### config.mk
export PLATFORM = sky130hd
export DESIGN_NAME = upc_profile_bank
export DESIGN_NICKNAME = d
export VERILOG_FILES = /design/src/verilog/upc_pkg.sv /design/src/verilog/upc_profile_mem.sv /design/src/verilog/upc_profile_bank.sv
export SDC_FILE = /design/constraint.sdc
export NUM_CORES = 2
export LEC_CHECK = 0
export ABC_AREA = 1
export BUFFER_PORTS_ARGS = -buffer_cell sky130_fd_sc_hd__buf_2
export CAP_MARGIN = 15
export CORE_MARGIN = 2
export CORE_UTILIZATION = 55
export CTS_BUF_LIST = sky130_fd_sc_hd__clkbuf_4 sky130_fd_sc_hd__clkbuf_8
export DETAILED_ROUTE_END_ITERATION = 16
export PLACE_DENSITY = 0.78
export SETUP_SLACK_MARGIN = 0.3
export SYNTH_ARGS = -nofsm -noshare
export SYNTH_HDL_FRONTEND = slang
export SYNTH_SLANG_ARGS = --single-unit
### constraint.sdc
create_clock -name clock_i -period 8.5 [get_ports clock_i]
set_input_delay 1.275 -clock clock_i [delete_from_list [all_inputs] [get_ports clock_i]]
set_output_delay 1.275 -clock clock_i [all_outputs]
set_load 0.1 [all_outputs]
### src/verilog/upc_pkg.sv
// Package for the upconverter profile bank: register map, field
// positions, reset values and update sequencer states.
// Assumes a 32-bit classic Wishbone slave port and a single clock.
`default_nettype none

package upc_pkg;

  // ----------------------------------------------------------------
  // Register byte offsets
  // ----------------------------------------------------------------
  localparam logic [7:0] UPC_OFF_CTRL       = 8'h00;
  localparam logic [7:0] UPC_OFF_FTW        = 8'h04;
  localparam logic [7:0] UPC_OFF_PHASE_ASF  = 8'h08;
  localparam logic [7:0] UPC_OFF_FILTER     = 8'h0c;
  localparam logic [7:0] UPC_OFF_STATUS     = 8'h10;
  localparam logic [7:0] UPC_OFF_ACTIVE_FTW = 8'h14;

  // ----------------------------------------------------------------
  // Field positions
  // ----------------------------------------------------------------
  localparam int UPC_CTRL_UPDATE_BIT = 0;
  localparam int UPC_CTRL_SEL_LSB    = 4;
  localparam int UPC_CTRL_STAGE_LSB  = 8;
  localparam int UPC_PA_PHASE_LSB    = 0;
  localparam int UPC_PA_ASF_LSB      = 16;
  localparam int UPC_FLT_RATE_LSB    = 0;
  localparam int UPC_FLT_BYPASS_BIT  = 8;
  localparam int UPC_FLT_INVERT_BIT  = 9;
  localparam int UPC_ST_ACTIVE_LSB   = 0;
  localparam int UPC_ST_BUSY_BIT     = 3;
  localparam int UPC_ST_DIRTY_BIT    = 4;
  localparam int UPC_ST_RATE_LSB     = 8;
  localparam int UPC_ST_BYPASS_BIT   = 16;
  localparam int UPC_ST_INVERT_BIT   = 17;

  // ----------------------------------------------------------------
  // Widths and reset values
  // ----------------------------------------------------------------
  localparam int UPC_PROFILES = 8;
  localparam int UPC_PROF_W   = 64;
  localparam logic [31:0] UPC_RST_FTW    = 32'h0000_0000;
  localparam logic [15:0] UPC_RST_PHASE  = 16'h0000;
  localparam logic [7:0]  UPC_RST_ASF    = 8'h00;
  localparam logic [5:0]  UPC_RST_RATE   = 6'h01;
  localparam logic [2:0]  UPC_RST_SEL    = 3'h0;

  // Scale factor is 1.7 fixed point, so 8'h80 is unity gain.
  localparam int UPC_ASF_FRAC = 7;

  // ----------------------------------------------------------------
  // Update sequencer states
  // ----------------------------------------------------------------
  typedef enum logic [3:0] {
    UPC_IDLE  = 4'b0001,
    UPC_WRITE = 4'b0010,
    UPC_READ  = 4'b0100,
    UPC_LOAD  = 4'b1000
  } upc_state_t;

endpackage : upc_pkg

`default_nettype wire

### src/verilog/upc_profile_mem.sv
// Eight-entry profile store with one write port and a registered read.
// Assumes the caller never needs read data in the cycle it presents
// the address.
`default_nettype none

module upc_profile_mem (
  input  wire logic                          clock_i,
  input  wire logic                          arst_n_i,
  input  wire logic                          we_i,
  input  wire logic [2:0]                    waddr_i,
  input  wire logic [upc_pkg::UPC_PROF_W-1:0] wdata_i,
  input  wire logic [2:0]                    raddr_i,
  output logic      [upc_pkg::UPC_PROF_W-1:0] rdata_o
);
  import upc_pkg::*;

  logic [UPC_PROF_W-1:0] mem_reg [UPC_PROFILES];

  // Cleared at reset so an unwritten profile reads as all zero.
  always_ff @(posedge clock_i or negedge arst_n_i) begin
    if (!arst_n_i) begin
      for (int k = 0; k < UPC_PROFILES; k++) begin
        mem_reg[k] <= '0;
      end
      rdata_o <= '0;
    end else begin
      if (we_i) begin
        mem_reg[waddr_i] <= wdata_i;
      end
      rdata_o <= mem_reg[raddr_i];
    end
  end

endmodule : upc_profile_mem

`default_nettype wire

### src/verilog/upc_profile_bank.sv
// Profile bank and modulation datapath of the quadrature upconverter.
// Assumes a classic Wishbone master on the same clock and baseband
// samples from logic on the same clock; the update pin is external.
//
// Summary of operation
// - Carrier at active frequency, baseband upconverted onto it.
// - Sixteen-bit phase offset spans full circle.
// - Eight-bit scale factor sets carrier amplitude.
// - Comb-integrator interpolates by rate one to 63.
// - Bypass bit removes compensating filter.
// - Compensator predistorts against comb passband droop.
// - Inversion bit flips spectrum around carrier.
// - Staged writes become active only at update.
`default_nettype none

module upc_profile_bank (
  input  wire logic        clock_i,
  input  wire logic        arst_n_i,
  input  wire logic        wb_cyc_i,
  input  wire logic        wb_stb_i,
  input  wire logic        wb_we_i,
  input  wire logic [7:0]  wb_adr_i,
  input  wire logic [3:0]  wb_sel_i,
  input  wire logic [31:0] wb_dat_i,
  output logic      [31:0] wb_dat_o,
  output logic             wb_ack_o,
  input  wire logic        io_update_i,
  input  wire logic [15:0] bb_i_i,
  input  wire logic [15:0] bb_q_i,
  input  wire logic        bb_valid_i,
  output logic             bb_ready_o,
  output logic      [15:0] dac_data_o,
  output logic      [2:0]  active_profile_o
);
  import upc_pkg::*;

  // ----------------------------------------------------------------
  // Helper functions
  // ----------------------------------------------------------------
  // Merge write data into a register under the byte enables.
  function automatic logic [31:0] upc_merge(input logic [31:0] old_v,
                                            input logic [31:0] new_v,
                                            input logic [3:0]  sel);
    logic [31:0] r;
    r = old_v;
    for (int b = 0; b < 4; b++) begin
      if (sel[b]) r[8*b +: 8] = new_v[8*b +: 8];
    end
    return r;
  endfunction : upc_merge

  // Quarter sine, k from 0 to 16 of a 64-step circle, peak 127.
  function automatic logic [7:0] upc_quarter(input logic [4:0] k);
    logic [7:0] t;
    t = 8'h00;
    unique case (k)
      5'h00: t = 8'h00;  5'h01: t = 8'h0c;  5'h02: t = 8'h19;
      5'h03: t = 8'h25;  5'h04: t = 8'h31;  5'h05: t = 8'h3c;
      5'h06: t = 8'h47;  5'h07: t = 8'h51;  5'h08: t = 8'h5a;
      5'h09: t = 8'h62;  5'h0a: t = 8'h6a;  5'h0b: t = 8'h70;
      5'h0c: t = 8'h75;  5'h0d: t = 8'h7a;  5'h0e: t = 8'h7d;
      default: t = 8'h7f;
    endcase
    return t;
  endfunction : upc_quarter

  // Signed sine of a 6-bit phase index, built from quarter symmetry.
  function automatic logic signed [7:0] upc_sine(input logic [5:0] p);
    logic [7:0] m;
    m = p[4] ? upc_quarter(5'h10 - {1'b0, p[3:0]})
             : upc_quarter({1'b0, p[3:0]});
    return p[5] ? -$signed(m) : $signed(m);
  endfunction : upc_sine

  // ----------------------------------------------------------------
  // Wishbone slave and staging registers
  // ----------------------------------------------------------------
  logic        ack_reg;
  logic [31:0] rdat_reg;
  logic [31:0] stg_ftw_reg;
  logic [31:0] stg_pa_reg;
  logic [31:0] stg_flt_reg;
  logic [2:0]  sel_reg;
  logic [2:0]  stage_idx_reg;
  logic        dirty_reg;
  logic        upd_pend_reg;
  upc_state_t  state_reg;

  wire         req     = wb_cyc_i & wb_stb_i & ~ack_reg;
  wire         wr      = req & wb_we_i;
  wire         wr_ctrl = wr & (wb_adr_i == UPC_OFF_CTRL);
  wire         wr_ftw  = wr & (wb_adr_i == UPC_OFF_FTW);
  wire         wr_pa   = wr & (wb_adr_i == UPC_OFF_PHASE_ASF);
  wire         wr_flt  = wr & (wb_adr_i == UPC_OFF_FILTER);
  wire         wr_stg  = wr_ftw | wr_pa | wr_flt;
  wire         upd_sw  = wr_ctrl & wb_sel_i[0] &
                         wb_dat_i[UPC_CTRL_UPDATE_BIT];
  wire [31:0]  ctrl_v  = upc_merge({21'h0, stage_idx_reg, 1'b0, sel_reg,
                                    4'h0}, wb_dat_i, wb_sel_i);

  logic [31:0] act_ftw_reg;
  logic [15:0] act_phase_reg;
  logic [7:0]  act_asf_reg;
  logic [5:0]  act_rate_reg;
  logic        act_bypass_reg;
  logic        act_invert_reg;
  logic [2:0]  act_prof_reg;

  wire [31:0]  status_v = {14'h0, act_invert_reg, act_bypass_reg, 2'h0,
                           act_rate_reg, 3'h0, dirty_reg,
                           ~(state_reg == UPC_IDLE), act_prof_reg};

  // Read mux; unmapped offsets read as zero and still acknowledge.
  wire [31:0]  rd_mux =
    (wb_adr_i == UPC_OFF_CTRL)       ? {21'h0, stage_idx_reg, 1'b0,
                                        sel_reg, 4'h0} :
    (wb_adr_i == UPC_OFF_FTW)        ? stg_ftw_reg :
    (wb_adr_i == UPC_OFF_PHASE_ASF)  ? stg_pa_reg :
    (wb_adr_i == UPC_OFF_FILTER)     ? stg_flt_reg :
    (wb_adr_i == UPC_OFF_STATUS)     ? status_v :
    (wb_adr_i == UPC_OFF_ACTIVE_FTW) ? act_ftw_reg : 32'h0;

  // One wait state: ack rises the cycle after the strobe, then drops.
  always_ff @(posedge clock_i or negedge arst_n_i) begin
    if (!arst_n_i) begin
      ack_reg  <= 1'b0;
      rdat_reg <= 32'h0;
    end else begin
      ack_reg  <= req;
      rdat_reg <= req ? rd_mux : 32'h0;
    end
  end

  // Staging buffer; software writes never touch the active set.
  always_ff @(posedge clock_i or negedge arst_n_i) begin
    if (!arst_n_i) begin
      stg_ftw_reg   <= UPC_RST_FTW;
      stg_pa_reg    <= 32'h0;
      stg_flt_reg   <= {26'h0, UPC_RST_RATE};
      sel_reg       <= UPC_RST_SEL;
      stage_idx_reg <= 3'h0;
    end else begin
      if (wr_ftw) stg_ftw_reg <= upc_merge(stg_ftw_reg, wb_dat_i, wb_sel_i);
      if (wr_pa)  stg_pa_reg  <= upc_merge(stg_pa_reg, wb_dat_i, wb_sel_i)
                                 & 32'h00ff_ffff;
      if (wr_flt) stg_flt_reg <= upc_merge(stg_flt_reg, wb_dat_i, wb_sel_i)
                                 & 32'h0000_033f;
      if (wr_ctrl) begin
        sel_reg       <= ctrl_v[UPC_CTRL_SEL_LSB +: 3];
        stage_idx_reg <= ctrl_v[UPC_CTRL_STAGE_LSB +: 3];
      end
    end
  end

  assign wb_dat_o = rdat_reg;
  assign wb_ack_o = ack_reg;

  // ----------------------------------------------------------------
  // Update pin synchroniser and update sequencer
  // ----------------------------------------------------------------
  logic [2:0] pin_sync_reg;
  logic       pin_level_reg;
  wire        pin_agree = pin_sync_reg[1] == pin_sync_reg[2];
  wire        pin_rise  = pin_agree & pin_sync_reg[2] & ~pin_level_reg;
  wire        upd_req   = upd_sw | pin_rise;

  always_ff @(posedge clock_i or negedge arst_n_i) begin
    if (!arst_n_i) begin
      pin_sync_reg  <= 3'h0;
      pin_level_reg <= 1'b0;
    end else begin
      pin_sync_reg  <= {pin_sync_reg[1:0], io_update_i};
      if (pin_agree) pin_level_reg <= pin_sync_reg[2];
    end
  end

  wire [UPC_PROF_W-1:0] mem_rdata;
  wire                  mem_we   = state_reg == UPC_WRITE & dirty_reg;
  // Packed as ftw, phase, scale, bypass, invert, rate to match the load.
  wire [UPC_PROF_W-1:0] mem_wdata = {stg_ftw_reg, stg_pa_reg[15:0],
                                     stg_pa_reg[23:16],
                                     stg_flt_reg[UPC_FLT_BYPASS_BIT],
                                     stg_flt_reg[UPC_FLT_INVERT_BIT],
                                     stg_flt_reg[5:0]};
  logic [2:0]           pend_sel_reg;
  upc_state_t           state_next;

  always_comb begin
    state_next = state_reg;
    unique case (state_reg)
      UPC_IDLE:  if (upd_pend_reg) state_next = UPC_WRITE;
      UPC_WRITE: state_next = UPC_READ;
      UPC_READ:  state_next = UPC_LOAD;
      UPC_LOAD:  state_next = UPC_IDLE;
      default:   state_next = UPC_IDLE;
    endcase
  end

  // A request or staging write in the clearing cycle wins over the clear.
  always_ff @(posedge clock_i or negedge arst_n_i) begin
    if (!arst_n_i) begin
      state_reg    <= UPC_IDLE;
      upd_pend_reg <= 1'b0;
      dirty_reg    <= 1'b0;
      pend_sel_reg <= UPC_RST_SEL;
    end else begin
      state_reg    <= state_next;
      upd_pend_reg <= upd_req | (upd_pend_reg & ~(state_reg == UPC_IDLE));
      dirty_reg    <= wr_stg | (dirty_reg & ~(state_reg == UPC_WRITE));
      if (state_reg == UPC_IDLE & upd_pend_reg) pend_sel_reg <= sel_reg;
    end
  end

  upc_profile_mem u_mem (
    .clock_i  (clock_i),
    .arst_n_i (arst_n_i),
    .we_i     (mem_we),
    .waddr_i  (stage_idx_reg),
    .wdata_i  (mem_wdata),
    .raddr_i  (pend_sel_reg),
    .rdata_o  (mem_rdata)
  );

  // Active set loads as one unit so all words change in the same cycle.
  always_ff @(posedge clock_i or negedge arst_n_i) begin
    if (!arst_n_i) begin
      act_ftw_reg    <= UPC_RST_FTW;
      act_phase_reg  <= UPC_RST_PHASE;
      act_asf_reg    <= UPC_RST_ASF;
      act_rate_reg   <= UPC_RST_RATE;
      act_bypass_reg <= 1'b0;
      act_invert_reg <= 1'b0;
      act_prof_reg   <= UPC_RST_SEL;
    end else if (state_reg == UPC_LOAD) begin
      {act_ftw_reg, act_phase_reg, act_asf_reg} <= mem_rdata[63:8];
      act_bypass_reg <= mem_rdata[7];
      act_invert_reg <= mem_rdata[6];
      act_rate_reg   <= mem_rdata[5:0];
      act_prof_reg   <= pend_sel_reg;
    end
  end

  assign active_profile_o = act_prof_reg;

  // ----------------------------------------------------------------
  // Interpolation, compensation and mixing
  // ----------------------------------------------------------------
  logic [5:0]         icnt_reg;
  logic               rdy_reg;
  logic signed [15:0] ti_reg [2];
  logic signed [15:0] tq_reg [2];
  logic signed [17:0] ci_reg, cq_reg, pi_reg, pq_reg;
  logic [31:0]        acc_reg;
  logic signed [26:0] mix_reg;
  logic [15:0]        dac_reg;

  // Rate zero is treated as one, so the block never stalls outright.
  wire [5:0] rate_m1 = (act_rate_reg == 6'h0) ? 6'h0 : act_rate_reg - 6'h1;
  wire       tick    = rdy_reg;
  wire signed [15:0] xi = bb_valid_i ? $signed(bb_i_i) : 16'sh0;
  wire signed [15:0] xq = bb_valid_i ? $signed(bb_q_i) : 16'sh0;

  // Three-tap lift of the upper band: x + (2x - x1 - x2) / 16.
  wire signed [17:0] di = (18'(xi) <<< 1) - 18'(ti_reg[0]) - 18'(ti_reg[1]);
  wire signed [17:0] dq = (18'(xq) <<< 1) - 18'(tq_reg[0]) - 18'(tq_reg[1]);
  wire signed [17:0] pre_i = act_bypass_reg ? 18'(xi)
                                            : 18'(xi) + (di >>> 4);
  wire signed [17:0] pre_q = act_bypass_reg ? 18'(xq) : 18'(xq) + (dq >>> 4);

  // First-order comb and integrator both update on the input tick, so output holds between samples.
  always_ff @(posedge clock_i or negedge arst_n_i) begin
    if (!arst_n_i) begin
      icnt_reg <= 6'h0;
      rdy_reg  <= 1'b1;
      ti_reg   <= '{default: 16'sh0};
      tq_reg   <= '{default: 16'sh0};
      pi_reg   <= 18'sh0;
      pq_reg   <= 18'sh0;
      ci_reg   <= 18'sh0;
      cq_reg   <= 18'sh0;
    end else begin
      icnt_reg <= (icnt_reg >= rate_m1) ? 6'h0 : icnt_reg + 6'h1;
      rdy_reg  <= (icnt_reg >= rate_m1) ? (rate_m1 == 6'h0) | ~rdy_reg
                                        : (icnt_reg + 6'h1 >= rate_m1);
      if (tick) begin
        ti_reg <= '{xi, ti_reg[0]};
        tq_reg <= '{xq, tq_reg[0]};
        pi_reg <= pre_i;
        pq_reg <= pre_q;
        ci_reg <= ci_reg + (pre_i - pi_reg);
        cq_reg <= cq_reg + (pre_q - pq_reg);
      end
    end
  end

  assign bb_ready_o = rdy_reg;

  wire [15:0] phase_word = 16'(acc_reg[31:16] + act_phase_reg);
  wire signed [7:0] sin_v = upc_sine(phase_word[15:10]);
  wire signed [7:0] cos_v = upc_sine(phase_word[15:10] + 6'h10);
  wire signed [17:0] q_use = act_invert_reg ? -cq_reg : cq_reg;
  wire signed [26:0] mix_v = 27'(ci_reg * cos_v) - 27'(q_use * sin_v);
  wire signed [19:0] mix_s = 20'(mix_reg >>> UPC_ASF_FRAC);
  wire signed [28:0] scl_v = 29'(mix_s * $signed({1'b0, act_asf_reg}));
  wire signed [21:0] scl_s = 22'(scl_v >>> UPC_ASF_FRAC);
  wire [15:0] sat_v = (scl_s > 22'sh7fff)  ? 16'h7fff :
                      (scl_s < -22'sh8000) ? 16'h8000 : scl_s[15:0];

  // Two pipeline stages: mixing, then amplitude scaling and clamping.
  always_ff @(posedge clock_i or negedge arst_n_i) begin
    if (!arst_n_i) begin
      acc_reg <= 32'h0;
      mix_reg <= 27'sh0;
      dac_reg <= 16'h0;
    end else begin
      acc_reg <= acc_reg + act_ftw_reg;
      mix_reg <= mix_v;
      dac_reg <= sat_v;
    end
  end

  assign dac_data_o = dac_reg;
endmodule : upc_profile_bank

`default_nettype wire

-- Word level (Yosys, flattened, before mapping)
Memory sizes are Yosys's and may differ from the RTL's.
Index checks and enable logic that the tools add are counted.
Widths: inputs -> output; s select.
- bits in read-only memories: 448
- output and inout port bits: 53
- memories: 4
- input bits: 83
- word-level logic and storage cells: 168
- flip-flop bits (word level): 977
- reduce and logical (&&, ||, !) cells: 15
- multiplexer cells: 31
- multiply operators: 3
- bitwise gates (word level): 28
- eq/ne operators: 11
- magnitude comparators: 7
- add/sub/neg operators: 21
- memories (name ; words ; width ; read ports ; clocked after memory_dff ; write ports ; RTL line ; source):
    (name not given) ; 16 ; 7 ; 1 ; 0 ; 0 ; upc_profile_bank.sv:56 ; unique case (k)
    (name not given) ; 16 ; 7 ; 1 ; 0 ; 0 ; upc_profile_bank.sv:56 ;
    (name not given) ; 16 ; 7 ; 1 ; 0 ; 0 ; upc_profile_bank.sv:56 ;
    (name not given) ; 16 ; 7 ; 1 ; 0 ; 0 ; upc_profile_bank.sv:56 ;
- operator list (cell ; number):
    $bwmux 512 ; 1
    $mux 32 ; 7
    $bmux 64 s3 ; 1
    $demux 64 s3 ; 1
    $mux 64 ; 3
    $mux 16 ; 4
    $mux 18 ; 3
    $mul 18x8->26 ; 2
    $mux 8 ; 6
    $add 18x18->18 ; 2
    $sub 17x16->18 ; 2
    $sub 18x16->18 ; 2
    $sub 18x18->18 ; 2
    $add 16x14->17 ; 2
    $add 32x32->32 ; 1
    $mul 20x9->29 ; 1
    $sub 26x26->27 ; 1
    $gt 22x16->1 const B ; 1
    $lt 22x16->1 const B ; 1
    $reduce_and 2->1 ; 11
    $neg 18->18 ; 1
    $add 16x16->16 ; 1
    $eq 8x4->1 const B ; 2
    $eq 8x5->1 const B ; 2
    26 further kinds ; 56

-- Longest topological paths before layout
An unclocked memory read counts as a cell.
- depth in word-level cells: 10
- depth in mapped cells: 51
- gate-level depth less buffers: 49

-- Hierarchy
From an unflattened synthesis, not the netlist that was laid out.
- cell total of the unflattened synthesis: 8382
- area total of the unflattened synthesis: 66811.6 µm²
- by module, submodules not included (module ; cells each ; seq. area each (µm²) ; instances ; area an instance (µm²)):
    upc_profile_bank ; 4888 ; 9814.4 ; 1 ; 40276.1
    upc_profile_mem ; 3494 ; 14413.8 ; 1 ; 26535.4

-- Least setup slack after synthesis
Ideal clock, no wire load.
- kind: flip-flop to flip-flop
- from: register act_phase_reg[10]
- to: register mix_reg[23]
- path slack: 0.539 ns
- cell stages (with the launch flop): 48
- period minus slack after synthesis: 7.961 ns
- path buffers: 3
- data arrival time: 7.836 ns
- required time: 8.375 ns
- setup time: 0.125 ns
- path through: dfrtp_1 ha_1 nand2_1 inv_2 nand2_2 inv_1 nand2_1 nand3_2 nand2_1 nand2_2 buf_6 ha_1 inv_1 nand3_1 nand3_1 nand2_1 inv_1 nand3_1 [12 not listed] inv_1 fa_1 fa_1 inv_1 fa_1 fa_1 inv_1 fa_1 inv_1 ha_1 a21oi_1 inv_1 a31oi_1 o21a_1 nor4_1 a311oi_1 nand2_1 xor2_1
- word-level cells in the longest chain between the ends: 10
- elaborated cells on any way between the ends: 19
- those cells by class: add/sub (7); mul (2); mux (6); memory (4)
- RTL lines (what ; RTL line ; source):
    start, declared ; upc_profile_bank.sv:102 ; logic [15:0] act_phase_reg;
    start signal, assigned ; upc_profile_bank.sv:235 ; {act_ftw_reg, act_phase_reg, act_asf_reg} <= mem_rdata[63:8];
    $add 16x16->16 (*) ; upc_profile_bank.sv:298 ; wire [15:0] phase_word = 16'(acc_reg[31:16] + act_phase_reg);
    $add 6x5->6 ; upc_profile_bank.sv:300 ; wire signed [7:0] cos_v = upc_sine(phase_word[15:10] + 6'h10);
    $sub 5x4->5 ; upc_profile_bank.sv:70 ; m = p[4] ? upc_quarter(5'h10 - {1'b0, p[3:0]})
    $mem_v2 16x7 ; - ;
    $mux 8 ; upc_profile_bank.sv:56 ;
    $mux 8 ; upc_profile_bank.sv:70 ;
    $neg 8->8 ; upc_profile_bank.sv:72 ; return p[5] ? -$signed(m) : $signed(m);
    $mux 8 ; upc_profile_bank.sv:72 ;
    $mul 18x8->26 ; upc_profile_bank.sv:302 ; wire signed [26:0] mix_v = 27'(ci_reg * cos_v) - 27'(q_use * sin_v);
    $sub 26x26->27 (*) ; upc_profile_bank.sv:302 ;
    net mix_v[23] ; upc_profile_bank.sv:302 ;
    end signal, assigned ; upc_profile_bank.sv:317 ; mix_reg <= mix_v;
    end, declared ; upc_profile_bank.sv:254 ; logic signed [26:0] mix_reg;
The timed path passes the listed nets; every way through them passes the cells marked *.
A chain may end at the register's enable or synchronous reset.

-- Worst setup path after layout
- from: register acc_reg[17]
- to: register mix_reg[23]
- word-level cells in the longest chain between the ends: 10
- elaborated cells on any way between the ends: 19
- those cells by class: add/sub (7); mul (2); mux (6); memory (4)
- RTL lines (what ; RTL line ; source):
    start, declared ; upc_profile_bank.sv:253 ; logic [31:0] acc_reg;
    start signal, assigned ; upc_profile_bank.sv:316 ; acc_reg <= acc_reg + act_ftw_reg;
    $add 16x16->16 (*) ; upc_profile_bank.sv:298 ;
    $add 6x5->6 ; upc_profile_bank.sv:300 ;
    $sub 5x4->5 ; upc_profile_bank.sv:70 ;
    $mem_v2 16x7 ; - ;
    $mux 8 ; upc_profile_bank.sv:56 ;
    $mux 8 ; upc_profile_bank.sv:70 ;
    $neg 8->8 ; upc_profile_bank.sv:72 ;
    $mux 8 ; upc_profile_bank.sv:72 ;
    $mul 18x8->26 ; upc_profile_bank.sv:302 ;
    $sub 26x26->27 (*) ; upc_profile_bank.sv:302 ;
    net mix_v[23] ; upc_profile_bank.sv:302 ;
Marked as above.

==> reports/metrics.cfg <==
[sta]
rsz0062_at_grt = yes
layout_setup_ws_ns = 0.429
max_freq_ghz = 0.124
slew_viol_final = 0
skew_ns = 0.0591
max_slew_margin = 0.295
hold_viol = 0
finalCriticalPeriod_ns = 8.07
worst_slew_pin_slew_ns = 1.05
finalSetupViolCount = 0
fin_crit_sh = 0.950

[synth]
yosysTopAreaCell = dfrtp_1
synth_common_cells = nand2_1, inv_1, o21ai_0
yosysMostFrequentCell = nand2_1
netlist_instances = 7609
synth_cell_type_count = 66
avgSynthCellArea_sq_um = 8.42
yosys_warnings = 0
synth_simple_gate_area_frac = 0.161
ys_seq_area_frac = 0.378
async_reset_ff_frac = 1.00
syn_nets = 8471
synth_top_area_frac = 0.376
synth_edf_count = 0
synth_ff_type = dfrtp_1
ys_ff_latch = 968
syn_area_sq_um = 64100
synth_top_family_by_area = adder cells
yosys-top-cells-area = dfrtp_1, fa_1, nand2_1
synth_xor_area_frac = 0.0236
synthMuxAreaShare = 0.00984
synth_fa_ha_area_frac = 0.207
synth_compound_area_frac = 0.134

[floorplan]
die_area_sq_um = 119000
initial_core_util = 0.553
fp.dieH_um = 345
die_w_um = 345
rows = 125
num_io_pins = 136
core-area_sq_um = 116000

[setup_path]
required_ns = 9.22
crit_type = reg2reg
r2r-start = acc_reg[17]$_DFF_PN0_
reg2reg_depth = 48
critPathCaptureType = flop
arrival_ns = 8.79
cpPeakStageDelay_ns = 0.54
r2r_setup_slack_ns = 0.43
worstPathMaxFanout = 8
critPathSlowestCell = fa_1
regToRegEndpoint = mix_reg[23]$_DFF_PN0_
start_kind = flop

[global_routing]
grt_pass1_vias = 50900
grt_usage = 0.276
gr-total-overflow = 0
grt_first_pass_wirelength_um = 267000
antenna_found_initial = 3
grt_max_degree = 191

[detailed_routing]
drc = 0
via_count = 52200
drt-total-wl_um = 166000
dr.pass1.iters = 6
drt-initial-drc-count = 4844
wl_per_cell_um = 17.8
antenna_left = 0
viasPerCell = 5.59

[hold_path]
hp-class = reg2reg
hold_path_startpoint = pin_sync_reg[0]$_DFF_PN0_
min_path_cells = 0
whs_endpoint = pin_sync_reg[1]$_DFF_PN0_

[layout]
drive_above_1_share = 0.110
largest_register_ffs = 512
area_delta_synth_final_pct = 10.2
fin_nets = 8545

[place]
place_ws_ns = -0.00998
dpl.hpwl_um = 114000
gp_congestion = 0.981
numPortBuffers = 135

[cts]
clkSinkCount = 968
numCtsBuffers = 159
cts.clk_slew.worst_paths_ns = 0.06
cts_tree = yes
clockBufferDepth = 3
htreeDepth = 4
clk_latency_ns = 0.88
root_buffer = clkbuf_8
ctsHoldBuffers = 0

[flow_run]
max-cap-violations = 0

[status]
outcome = complete, no violations

logic make-up after synthesis:
group                      count (synthesis)
AOI/OAI and AO/OA                       1604
xor gates and xnor gates                 172
adders and majority gates                779
buffers and inverters                   1444
DFF                                      968
muxes                                     56
and+or+nand+nor                         2586
per-layer routing:
layer	up-vias	global-route usage	share of wire
li1	24300	-	-
met1	25600	0.374	0.42
met2	1982	0.457	0.48
met3	340	0.0413	0.068
met4	2	0.0960	0.031
met5	-	0	0.000054
stage by stage:
stage	hold slack, ns	TNS (ns)	instances	area [sq um]	util
floorplan	0.331	0	7609	64100	-
global placement	0.344	0	8996	66000	0.569
detailed placement	0.354	-0.00998	8996	66000	0.569
CTS	0.368	0	9276	69300	0.598
global route	0.372	0	9326	70600	0.609
finish	0.363	0	9328	70600	0.609
layout by cell type, fill, tap and decap left out, types with 69 or more instances in the layout:
cell type,n
nor2_1,741
o21ai_0,1070
buf_4,102
xor2_1,106
ha_1,284
buf_2,134
dfrtp_1,962
a21oi_1,204
clkbuf_8,186
nand3_1,97
inv_1,1071
o22ai_1,72
nand2_1,1524
fa_1,461
clkbuf_4,69
a31oi_1,82
worst max path at each step:
stage | from | end | slack, ns | depth (start not counted)
2_1_floorplan | act_phase_reg[10]$_DFFE_PN0N_ | mix_reg[23]$_DFF_PN0_ | 0.54 | 47
3_3_place_gp | bb_valid_i | ci_reg[17]$_DFFE_PN0P_ | 0.13 | 46
3_5_place_dp | bb_valid_i | ci_reg[17]$_DFFE_PN0P_ | -0.01 | 46
4_1_cts | act_phase_reg[7]$_DFFE_PN0N_ | mix_reg[26]$_DFF_PN0_ | 0.30 | 42
5_1_grt | acc_reg[17]$_DFF_PN0_ | mix_reg[23]$_DFF_PN0_ | 0.08 | 48
6_report | acc_reg[17]$_DFF_PN0_ | mix_reg[23]$_DFF_PN0_ | 0.43 | 48
final cells by class:
cell class,instances,area (sq um)
Multi-Input combinational cell,5198,35300
Timing Repair inverter,1,6.26
Clock buffer,255,3080
Antenna cell,3,7.51
Inverter,1108,4230
Clock inverter,24,259
Sequential cell,968,24200
Fill cell,9741,45300
Tap cell,1524,1910
Timing Repair Buffer,247,1630
worst max-delay path, delay by kind of cell (launching register included):
family / cells / cell delay, ns
AO/OA/AOI/OAI: 6 / 1.00
AND/OR/NAND/NOR: 22 / 1.79
flip-flops: 1 / 0.43
XOR/XNOR: 1 / 0.16
adder cells (fa/ha/maj): 10 / 3.80
buffers and inverters: 9 / 0.72
repair_timing:
item,4_1_cts,5_1_grt
cloned,0,2
resized for setup,10,208
pin swaps,1,64
setup endpoints to repair,8,22
buffers inserted,1,46
Power is not shown: default switching activity piles up to over one toggle a cycle in this logic, so the estimate is an artifact.
